<file path="config.mk">
export PLATFORM = sky130hd
export DESIGN_NAME = octal_registered_bus_transceiver
export DESIGN_NICKNAME = d
export VERILOG_FILES = /design/src/core/xcvr_pkg.sv /design/src/core/octal_registered_bus_transceiver.sv /design/src/core/pin_sync.sv /design/src/core/xcvr_fifo.sv
export SDC_FILE = /design/constraint.sdc
export NUM_CORES = 1
export LEC_CHECK = 0
export BUFFER_PORTS_ARGS = -buffer_cell sky130_fd_sc_hd__buf_4
export CAP_MARGIN = 20
export CORE_UTILIZATION = 59
export CTS_CLUSTER_DIAMETER = 200
export CTS_CLUSTER_SIZE = 40
export DETAILED_ROUTE_END_ITERATION = 16
export MAX_ROUTING_LAYER = met4
export PLACE_DENSITY = 0.79
export SETUP_SLACK_MARGIN = 0.2
export SLEW_MARGIN = 20
export SYNTH_ARGS = -nofsm -noshare
export SYNTH_HDL_FRONTEND = slang
export SYNTH_HIERARCHICAL = 1
export SYNTH_SLANG_ARGS = --single-unit
</file>
<file path="constraint.sdc">
create_clock -name ref_clk -period 4.4 [get_ports ref_clk]
set_input_delay 0.22 -clock ref_clk [delete_from_list [all_inputs] [get_ports ref_clk]]
set_output_delay 0.22 -clock ref_clk [all_outputs]
set_load 0.02 [all_outputs]
</file>
<file path="src/core/xcvr_pkg.sv">
// shared constants and carriers for the octal registered bus transceiver
package xcvr_pkg;
  localparam int unsigned LANES = 8;
  localparam int unsigned LOG_DEPTH = 32;
  localparam int unsigned APB_ADDR_W = 8;

  // register byte offsets
  localparam logic [7:0] LOG_CTRL_OFFSET = 8'h00;
  localparam logic [7:0] STATUS_OFFSET = 8'h04;
  localparam logic [7:0] LOG_DATA_OFFSET = 8'h08;
  localparam logic [7:0] LOG_INFO_OFFSET = 8'h0C;

  // log control fields and reset value
  localparam int unsigned LOG_AB_EN_BIT = 0;
  localparam int unsigned LOG_BA_EN_BIT = 1;
  localparam logic [1:0] LOG_CTRL_RESET = 2'h3;

  // status fields
  localparam int unsigned STAT_AB_LSB = 0;
  localparam int unsigned STAT_BA_LSB = 8;
  localparam int unsigned STAT_A_DRIVE_BIT = 16;
  localparam int unsigned STAT_B_DRIVE_BIT = 17;
  localparam int unsigned STAT_CTRL_LSB = 18;

  // log data and log info fields
  localparam int unsigned LOGD_FROM_B_BIT = 8;
  localparam int unsigned LOGD_VALID_BIT = 31;
  localparam int unsigned LOGI_LEVEL_LSB = 0;
  localparam int unsigned LOGI_DROP_LSB = 8;
  localparam logic [7:0] DROP_RESET = 8'h00;

  // synchronised control pins, one bundle
  typedef struct packed {
    logic outputEnableN;
    logic direction;
    logic aToBSourceSelect;
    logic bToASourceSelect;
    logic aToBCaptureClock;
    logic bToACaptureClock;
  } pinCtrl_s;

  // one captured word as it enters the log
  typedef struct packed {
    logic fromB;
    logic [LANES-1:0] data;
  } logEntry_s;
endpackage

</file>
<file path="src/core/octal_registered_bus_transceiver.sv">
// octal registered bus transceiver with capture log over apb
// Summary of operation
// - each capture clock rising edge loads its source port into its register
// - capture is never gated by output enable or direction
// - output enable high drives neither port; both registers may still capture
// - enable high and capture clocks static keeps registers and ports undriven
// - enable low drives A when direction low, B when direction high
// - enable low, direction low, B-to-A select low: A follows live B
// - enable low, direction low, B-to-A select high: A shows B-to-A register
// - enable low, direction high, A-to-B select low: B follows live A
// - enable low, direction high, A-to-B select high: B shows A-to-B register
// - the undriven port stays available for capture into its own register (A into A-to-B, B into B-to-A)
// - A and B ports are never driven together
`timescale 1ns/1ps
`default_nettype none
module octal_registered_bus_transceiver #(
  parameter int unsigned LANES = xcvr_pkg::LANES,
  parameter int unsigned LOG_DEPTH = xcvr_pkg::LOG_DEPTH
) (
  // clock and reset
  input wire logic ref_clk,
  input wire logic reset,
  // apb slave
  input wire logic psel,
  input wire logic penable,
  input wire logic pwrite,
  input wire logic [xcvr_pkg::APB_ADDR_W-1:0] paddr,
  input wire logic [31:0] pwdata,
  output logic [31:0] prdata,
  output logic pready,
  output logic pslverr,
  // control pins
  input wire logic outputEnableN,
  input wire logic direction,
  input wire logic aToBSourceSelect,
  input wire logic bToASourceSelect,
  input wire logic aToBCaptureClock,
  input wire logic bToACaptureClock,
  // a port lines
  input wire logic [LANES-1:0] aPortLinesIn,
  output logic [LANES-1:0] aPortLinesOut,
  output logic [LANES-1:0] aPortLinesOe,
  // b port lines
  input wire logic [LANES-1:0] bPortLinesIn,
  output logic [LANES-1:0] bPortLinesOut,
  output logic [LANES-1:0] bPortLinesOe,
  // log back-pressure
  output logic logReady
);
  localparam int unsigned CTRL_W = $bits(xcvr_pkg::pinCtrl_s);
  localparam int unsigned ENTRY_W = LANES + 1;
  localparam int unsigned LVL_W = $clog2(LOG_DEPTH) + 1;

  if (LANES != xcvr_pkg::LANES || LOG_DEPTH < 2 || LVL_W > 8) begin : g_chk
    $error("LANES must match the package and LOG_DEPTH must be 2 to 128");
  end

  // synchronised pins
  xcvr_pkg::pinCtrl_s ctrl;
  logic [CTRL_W-1:0] ctrlRaw;
  logic [LANES-1:0] aLive, bLive;

  pin_sync #(.WIDTH(CTRL_W)) u_ctrl_sync (
    .ref_clk(ref_clk),
    .reset(reset),
    .pinIn({outputEnableN, direction, aToBSourceSelect, bToASourceSelect,
            aToBCaptureClock, bToACaptureClock}),
    .syncOut(ctrlRaw)
  );
  assign ctrl = xcvr_pkg::pinCtrl_s'(ctrlRaw);

  // data lanes share the control pipeline depth, so data meets its clock edge
  pin_sync #(.WIDTH(2 * LANES)) u_data_sync (
    .ref_clk(ref_clk),
    .reset(reset),
    .pinIn({aPortLinesIn, bPortLinesIn}),
    .syncOut({aLive, bLive})
  );

  // sync flops hold reset zeros for two edges; a zero enable would drive A meanwhile
  logic [1:0] flush_q, flush_d;
  logic driveOk, pinsFresh;

  assign driveOk = flush_q[1];
  // one edge longer, so a clock pin idling high gives no false capture
  assign pinsFresh = (flush_q == 2'h3);

  always_comb begin
    flush_d = pinsFresh ? flush_q : flush_q + 2'h1;
  end

  always_ff @(posedge ref_clk) begin
    if (reset) begin
      flush_q <= 2'h0;
    end else begin
      flush_q <= flush_d;
    end
  end

  // capture edge detect
  logic abClkPrev_q, abClkPrev_d, baClkPrev_q, baClkPrev_d;
  logic abRise, baRise;

  always_comb begin
    abClkPrev_d = ctrl.aToBCaptureClock;
    baClkPrev_d = ctrl.bToACaptureClock;
  end

  always_ff @(posedge ref_clk) begin
    if (reset) begin
      abClkPrev_q <= 1'b0;
      baClkPrev_q <= 1'b0;
    end else begin
      abClkPrev_q <= abClkPrev_d;
      baClkPrev_q <= baClkPrev_d;
    end
  end

  // no enable or direction term here
  assign abRise = ctrl.aToBCaptureClock && !abClkPrev_q && pinsFresh;
  assign baRise = ctrl.bToACaptureClock && !baClkPrev_q && pinsFresh;

  // storage registers
  logic [LANES-1:0] abStore_q, abStore_d, baStore_q, baStore_d;

  always_comb begin
    abStore_d = abRise ? aLive : abStore_q;
    baStore_d = baRise ? bLive : baStore_q;
  end

  // no reset branch on purpose
  always_ff @(posedge ref_clk) begin
    abStore_q <= abStore_d;
    baStore_q <= baStore_d;
  end

  // port drive
  logic aDrive_q, aDrive_d, bDrive_q, bDrive_d;
  logic [LANES-1:0] aOut_q, aOut_d, bOut_q, bOut_d;

  always_comb begin
    aDrive_d = driveOk && !ctrl.outputEnableN && !ctrl.direction;
    bDrive_d = driveOk && !ctrl.outputEnableN && ctrl.direction;
    aOut_d = ctrl.bToASourceSelect ? baStore_q : bLive;
    bOut_d = ctrl.aToBSourceSelect ? abStore_q : aLive;
  end

  always_ff @(posedge ref_clk) begin
    if (reset) begin
      aDrive_q <= 1'b0;
      bDrive_q <= 1'b0;
      aOut_q <= '0;
      bOut_q <= '0;
    end else begin
      aDrive_q <= aDrive_d;
      bDrive_q <= bDrive_d;
      aOut_q <= aOut_d;
      bOut_q <= bOut_d;
    end
  end

  assign aPortLinesOut = aOut_q;
  assign bPortLinesOut = bOut_q;
  assign aPortLinesOe = {LANES{aDrive_q}};
  assign bPortLinesOe = {LANES{bDrive_q}};

  // capture log
  // one push per cycle; a simultaneous B-to-A capture is counted as dropped
  xcvr_pkg::logEntry_s pushEntry, popEntry;
  logic [1:0] logCtrl_q, logCtrl_d;
  logic [7:0] drops_q, drops_d;
  logic pushValid, popValid, popReady;
  logic [LVL_W-1:0] level;
  logic abLog, baLog;

  assign abLog = abRise && logCtrl_q[xcvr_pkg::LOG_AB_EN_BIT];
  assign baLog = baRise && logCtrl_q[xcvr_pkg::LOG_BA_EN_BIT];

  always_comb begin
    pushValid = abLog || baLog;
    pushEntry.fromB = !abLog;
    pushEntry.data = abLog ? aLive : bLive;
  end

  xcvr_fifo #(.WIDTH(ENTRY_W), .DEPTH(LOG_DEPTH)) u_log_fifo (
    .ref_clk(ref_clk),
    .reset(reset),
    .inValid(pushValid),
    .inReady(logReady),
    .inData(pushEntry),
    .outValid(popValid),
    .outReady(popReady),
    .outData(popEntry),
    .level(level)
  );

  // apb slave, zero wait states
  logic access, wrEn, rdEn, hit;
  logic [xcvr_pkg::APB_ADDR_W-1:0] addr;

  assign access = psel && penable;
  assign addr = paddr;
  assign wrEn = access && pwrite;
  assign rdEn = access && !pwrite;
  assign pready = 1'b1;
  assign popReady = rdEn && (addr == xcvr_pkg::LOG_DATA_OFFSET);

  always_comb begin
    hit = 1'b1;
    prdata = 32'h0000_0000;
    case (addr)
      xcvr_pkg::LOG_CTRL_OFFSET: begin
        prdata[1:0] = logCtrl_q;
      end
      xcvr_pkg::STATUS_OFFSET: begin
        prdata[xcvr_pkg::STAT_AB_LSB +: LANES] = abStore_q;
        prdata[xcvr_pkg::STAT_BA_LSB +: LANES] = baStore_q;
        prdata[xcvr_pkg::STAT_A_DRIVE_BIT] = aDrive_q;
        prdata[xcvr_pkg::STAT_B_DRIVE_BIT] = bDrive_q;
        prdata[xcvr_pkg::STAT_CTRL_LSB +: CTRL_W] = ctrlRaw;
      end
      xcvr_pkg::LOG_DATA_OFFSET: begin
        prdata[LANES-1:0] = popEntry.data;
        prdata[xcvr_pkg::LOGD_FROM_B_BIT] = popEntry.fromB;
        prdata[xcvr_pkg::LOGD_VALID_BIT] = popValid;
      end
      xcvr_pkg::LOG_INFO_OFFSET: begin
        prdata[xcvr_pkg::LOGI_LEVEL_LSB +: LVL_W] = level;
        prdata[xcvr_pkg::LOGI_DROP_LSB +: 8] = drops_q;
      end
      default: begin
        hit = 1'b0;
      end
    endcase
    if (!rdEn || !hit) begin
      prdata = 32'h0000_0000;
    end
  end

  assign pslverr = access && !hit;

  always_comb begin
    logCtrl_d = logCtrl_q;
    if (wrEn && addr == xcvr_pkg::LOG_CTRL_OFFSET) begin
      logCtrl_d = pwdata[1:0];
    end
    drops_d = drops_q;
    if (wrEn && addr == xcvr_pkg::LOG_INFO_OFFSET) begin
      drops_d = xcvr_pkg::DROP_RESET;
    end
    // a drop in the clearing cycle still counts
    if ((pushValid && !logReady) || (abLog && baLog)) begin
      drops_d = (drops_d == 8'hFF) ? drops_d : drops_d + 8'h01;
    end
  end

  always_ff @(posedge ref_clk) begin
    if (reset) begin
      logCtrl_q <= xcvr_pkg::LOG_CTRL_RESET;
      drops_q <= xcvr_pkg::DROP_RESET;
    end else begin
      logCtrl_q <= logCtrl_d;
      drops_q <= drops_d;
    end
  end
endmodule
`default_nettype wire

</file>
<file path="src/core/pin_sync.sv">
// two flip-flop synchroniser for a group of pin inputs
`timescale 1ns/1ps
`default_nettype none
module pin_sync #(
  parameter int unsigned WIDTH = 1
) (
  // clock and reset
  input wire logic ref_clk,
  input wire logic reset,
  // pins and synchronised levels
  input wire logic [WIDTH-1:0] pinIn,
  output logic [WIDTH-1:0] syncOut
);
  logic [WIDTH-1:0] stage1_q;
  logic [WIDTH-1:0] stage2_q;

  if (WIDTH < 1) begin : g_chk
    $error("pin_sync WIDTH must be at least 1");
  end

  // first stage feeds only the second
  always_ff @(posedge ref_clk) begin
    if (reset) begin
      stage1_q <= '0;
      stage2_q <= '0;
    end else begin
      stage1_q <= pinIn;
      stage2_q <= stage1_q;
    end
  end

  assign syncOut = stage2_q;
endmodule
`default_nettype wire

</file>
<file path="src/core/xcvr_fifo.sv">
// synchronous fifo with valid and ready on both sides
`timescale 1ns/1ps
`default_nettype none
module xcvr_fifo #(
  parameter int unsigned WIDTH = 9,
  parameter int unsigned DEPTH = 32
) (
  // clock and reset
  input wire logic ref_clk,
  input wire logic reset,
  // fill side
  input wire logic inValid,
  output logic inReady,
  input wire logic [WIDTH-1:0] inData,
  // drain side
  output logic outValid,
  input wire logic outReady,
  output logic [WIDTH-1:0] outData,
  // fill level
  output logic [$clog2(DEPTH):0] level
);
  localparam int unsigned PTR_W = $clog2(DEPTH);

  logic [WIDTH-1:0] mem [DEPTH];
  logic [PTR_W-1:0] wrPtr_q, wrPtr_d, rdPtr_q, rdPtr_d;
  logic [PTR_W:0] count_q, count_d;
  logic push, pop;

  if (DEPTH < 2 || (1 << PTR_W) != DEPTH) begin : g_chk
    $error("xcvr_fifo DEPTH must be a power of two, at least 2");
  end

  assign inReady = (count_q != (PTR_W + 1)'(DEPTH));
  assign outValid = (count_q != '0);
  assign push = inValid && inReady;
  assign pop = outValid && outReady;
  assign outData = mem[rdPtr_q];
  assign level = count_q;

  always_comb begin
    wrPtr_d = push ? wrPtr_q + 1'b1 : wrPtr_q;
    rdPtr_d = pop ? rdPtr_q + 1'b1 : rdPtr_q;
    count_d = count_q;
    if (push && !pop) begin
      count_d = count_q + 1'b1;
    end else if (pop && !push) begin
      count_d = count_q - 1'b1;
    end
  end

  always_ff @(posedge ref_clk) begin
    if (reset) begin
      wrPtr_q <= '0;
      rdPtr_q <= '0;
      count_q <= '0;
    end else begin
      wrPtr_q <= wrPtr_d;
      rdPtr_q <= rdPtr_d;
      count_q <= count_d;
    end
  end

  // storage needs no reset; pointers guard it
  always_ff @(posedge ref_clk) begin
    if (push) begin
      mem[wrPtr_q] <= inData;
    end
  end
endmodule
`default_nettype wire

</file>
==> flow_summary.yaml <==
drt:
  first_iter_violations: 1054
  met2_wirelength_um: 16560
  ant_nets: 0
  wire_per_inst_um: 22.94
  wl_met3_um: 2289
  vias_per_cell: 6.108
  met1_length_um: 13800
  drc: 0
  vias: 8930
  routed.top_layer: "met4"
  wl_um: 33540
  drtPass1Iterations: 5
hold_path:
  hold_start: "pwdata[1]"
  hold_path.class: "input pin to flop"
  min_path_cells: 4
  whs_endpoint: "logCtrl_q[1]"
synthesis:
  synth_top_area_share: 0.5688
  yosysWarnings: 6
  synth_top_cell_by_area: "edfxtp_1"
  synthesis.area_mm2: 0.01605
  yosys_register_bits: 401
  async_reset_ff_frac: 0
  seq_area_frac_synth: 0.6898
  synth_edf_count: 304
  synth_cell_types: 76
  syn_avg_cell_area_um2: 15.49
  ys_top_cells_by_area: "edfxtp_1 57%, dfxtp_1 12%, mux2i_1 6.1%"
  ys.flop_type: "edfxtp_1"
  syn_inst: 1036
sta:
  fin_skew_ns: 0.06327
  slew_viol_final: 0
  fmax_mhz: 259.3
  worst_pin_slew_ns: 1.050
  holdWs_ns: 0.01679
  finalSetupTns_ns: 0
  setup_ws_ns: 0.5429
  fin_crit_sh: 0.8766
  slew_headroom: 0.2975
  rsz0062_at_grt: "no"
  hold_viol_final: 0
  final.min_clock_period_ns: 3.857
  setup_violations: 0
status:
  outcome: "finished clean"
global_routing:
  grt_overflow_total: 0
  antenna_found_initial: 0
  grt_pass1_wl_um: 50510
  grtUsageTotal: 0.2486
  grt_pass1_vias: 8728
  grt_max_degree: 75
final_layout:
  num_antenna_cells: 0
  area_delta_synth_final_pct: 9.457
  layout_commonest_cell: "edfxtp_1"
  fin_nets: 1194
  final_cell_mix: "304 x edfxtp_1, 109 x buf_4, 98 x mux2i_1, 95 x dfxtp_1, 94 x nor2_1"
  drive_gt1_frac: 0.1820
power_and_ir_drop:
  leakagePower_nw: 5.897
  max-vdd-ir-drop_mv: 0.3541
  powerDensity_mw_per_mm2: 347.6
critical_path:
  endpoint_kind: "output port"
  r2r_end: "u_log_fifo/level[5]"
  r2r_start: "flush_q[1]"
  rrSetupSlack_ns: 0.67
  crit_required_ns: 4.18
  worstPathArrival_ns: 3.64
  cp-start-kind: "flop"
  cp_max_fo: 20
  criticalPathCategory: "flop to output port"
  r2r_cells: 12
clocking:
  clkSinkCount: 401
  cts.root.buffer_cell: "clkbuf_16"
  post_cts.repair.setup_buffers: 0
  htree_levels: 1
  cts_tree: "yes"
  cts_buffers: 14
  cts_buffer_depth: 3
  worstSkewPairLatency_ns: 0.53
  path_clk_slew_ns: 0.14
placement:
  dpl.hpwl_um: 21120
  place_ws_ns: 0.7831
  gp_congestion: 0.8209
  portBuffers: 95
die:
  die_h_um: 166.9
  die_w_um: 166.9
  rows: 60
  initial_core_util: 0.5988
  ios: 134
  core-area_mm2: 0.02680
  die-area_mm2: 0.02786
run:
  maxCapViolCount: 0
[critical path: stages, from the launching register on]
cell,delay (ns)
dfxtp_4,0.62
buf_4,0.28
mux4_2,0.52
a22o_1,0.26
a221oi_1,0.41
nand3_1,0.26
mux2_2,0.33
a22oi_1,0.15
nor2_1,0.09
buf_4,0.17
[cell families (layout without fill, tap and decap cells)]
group           Yosys count  after routing  share of synthesized area
other cells               2              8                  0.0004680
mux                     141            141                     0.1180
compound gates           99             99                    0.05006
flops                   401            401                     0.6898
buf+inv                  88            167                    0.03173
xor+xnor                 10             10                   0.005458
fa+ha+maj                15             15                    0.01208
simple gates            280            280                    0.09239
[power breakdown]
group / switching, mW / total [mW] / leakage [nW] / internal, mW
combinational: 0.148 / 0.257 / 2.04 / 0.109
clock: 1.05 / 1.74 / 0.216 / 0.685
sequential: 0.0272 / 4.11 / 3.65 / 4.08
[cell usage after synthesis (11+ instances only)]
master and n:
edfxtp_1 304, nand3_1 32, a22oi_1 43, buf_2 18
nor2_1 94, inv_1 11, nand2_1 42, dfxtp_1 97
mux2i_1 98, mux4_2 38, nor2b_1 44, buf_4 29
ha_1 12, clkbuf_1 18
[per-stage QoR]
stage,total power [mW],instance area [um^2],utilization,cells
floorplan,4.356,16070,-,1042
global placement,4.422,16870,0.6296,1416
detailed placement,4.433,16880,0.6297,1416
CTS,6.130,17550,0.6549,1462
global route,6.281,17570,0.6554,1462
finish,6.105,17570,0.6554,1462
[cell type report]
class / instances / area (um^2)
sequential: 401 / 11080
fill: 1799 / 9235
clock inverter: 2 / 47.55
tap: 341 / 426.7
clock buffer: 21 / 397.9
multi-input combinational: 553 / 4506
inverter: 11 / 41.29
timing repair buffer: 133 / 1069
[registers in the layout (all words and copies together) (netlist names), named ones only]
signal,count
aDrive_q,1
aPortLinesOut,8
abClkPrev_q,1
abStore_q,8
bDrive_q,1
bPortLinesOut,8
baClkPrev_q,1
baStore_q,8
drops_q,8
flush_q,2
logCtrl_q,2
u_ctrl_sync/stage1_q,6
u_ctrl_sync/syncOut,6
u_data_sync/stage1_q,16
u_data_sync/syncOut,16
u_log_fifo/level,6
u_log_fifo/mem,288
u_log_fifo/rdPtr_q,5
u_log_fifo/wrPtr_q,5
[worst max path at each step]
stage,to
after floorplan,u_log_fifo/level[5]
after global placement,u_log_fifo/level[5]
after detailed placement,u_log_fifo/level[5]
after CTS,prdata[3]
after global routing,u_log_fifo/level[5]
final,prdata[3]
[repair_timing]
item,CTS,global route
endpoints found under the setup margin,0,2
resized for setup,0,1
hold endpoints to repair,23,0
hold buffers,23,0
[per-layer routing]
layer	GRT usage	vias to the layer above
met5	-	-
met4	0.07287	0
met3	0.02709	52
met2	0.3993	366
met1	0.3385	4486
li1	-	4026
(Power assumes the default switching activity.)
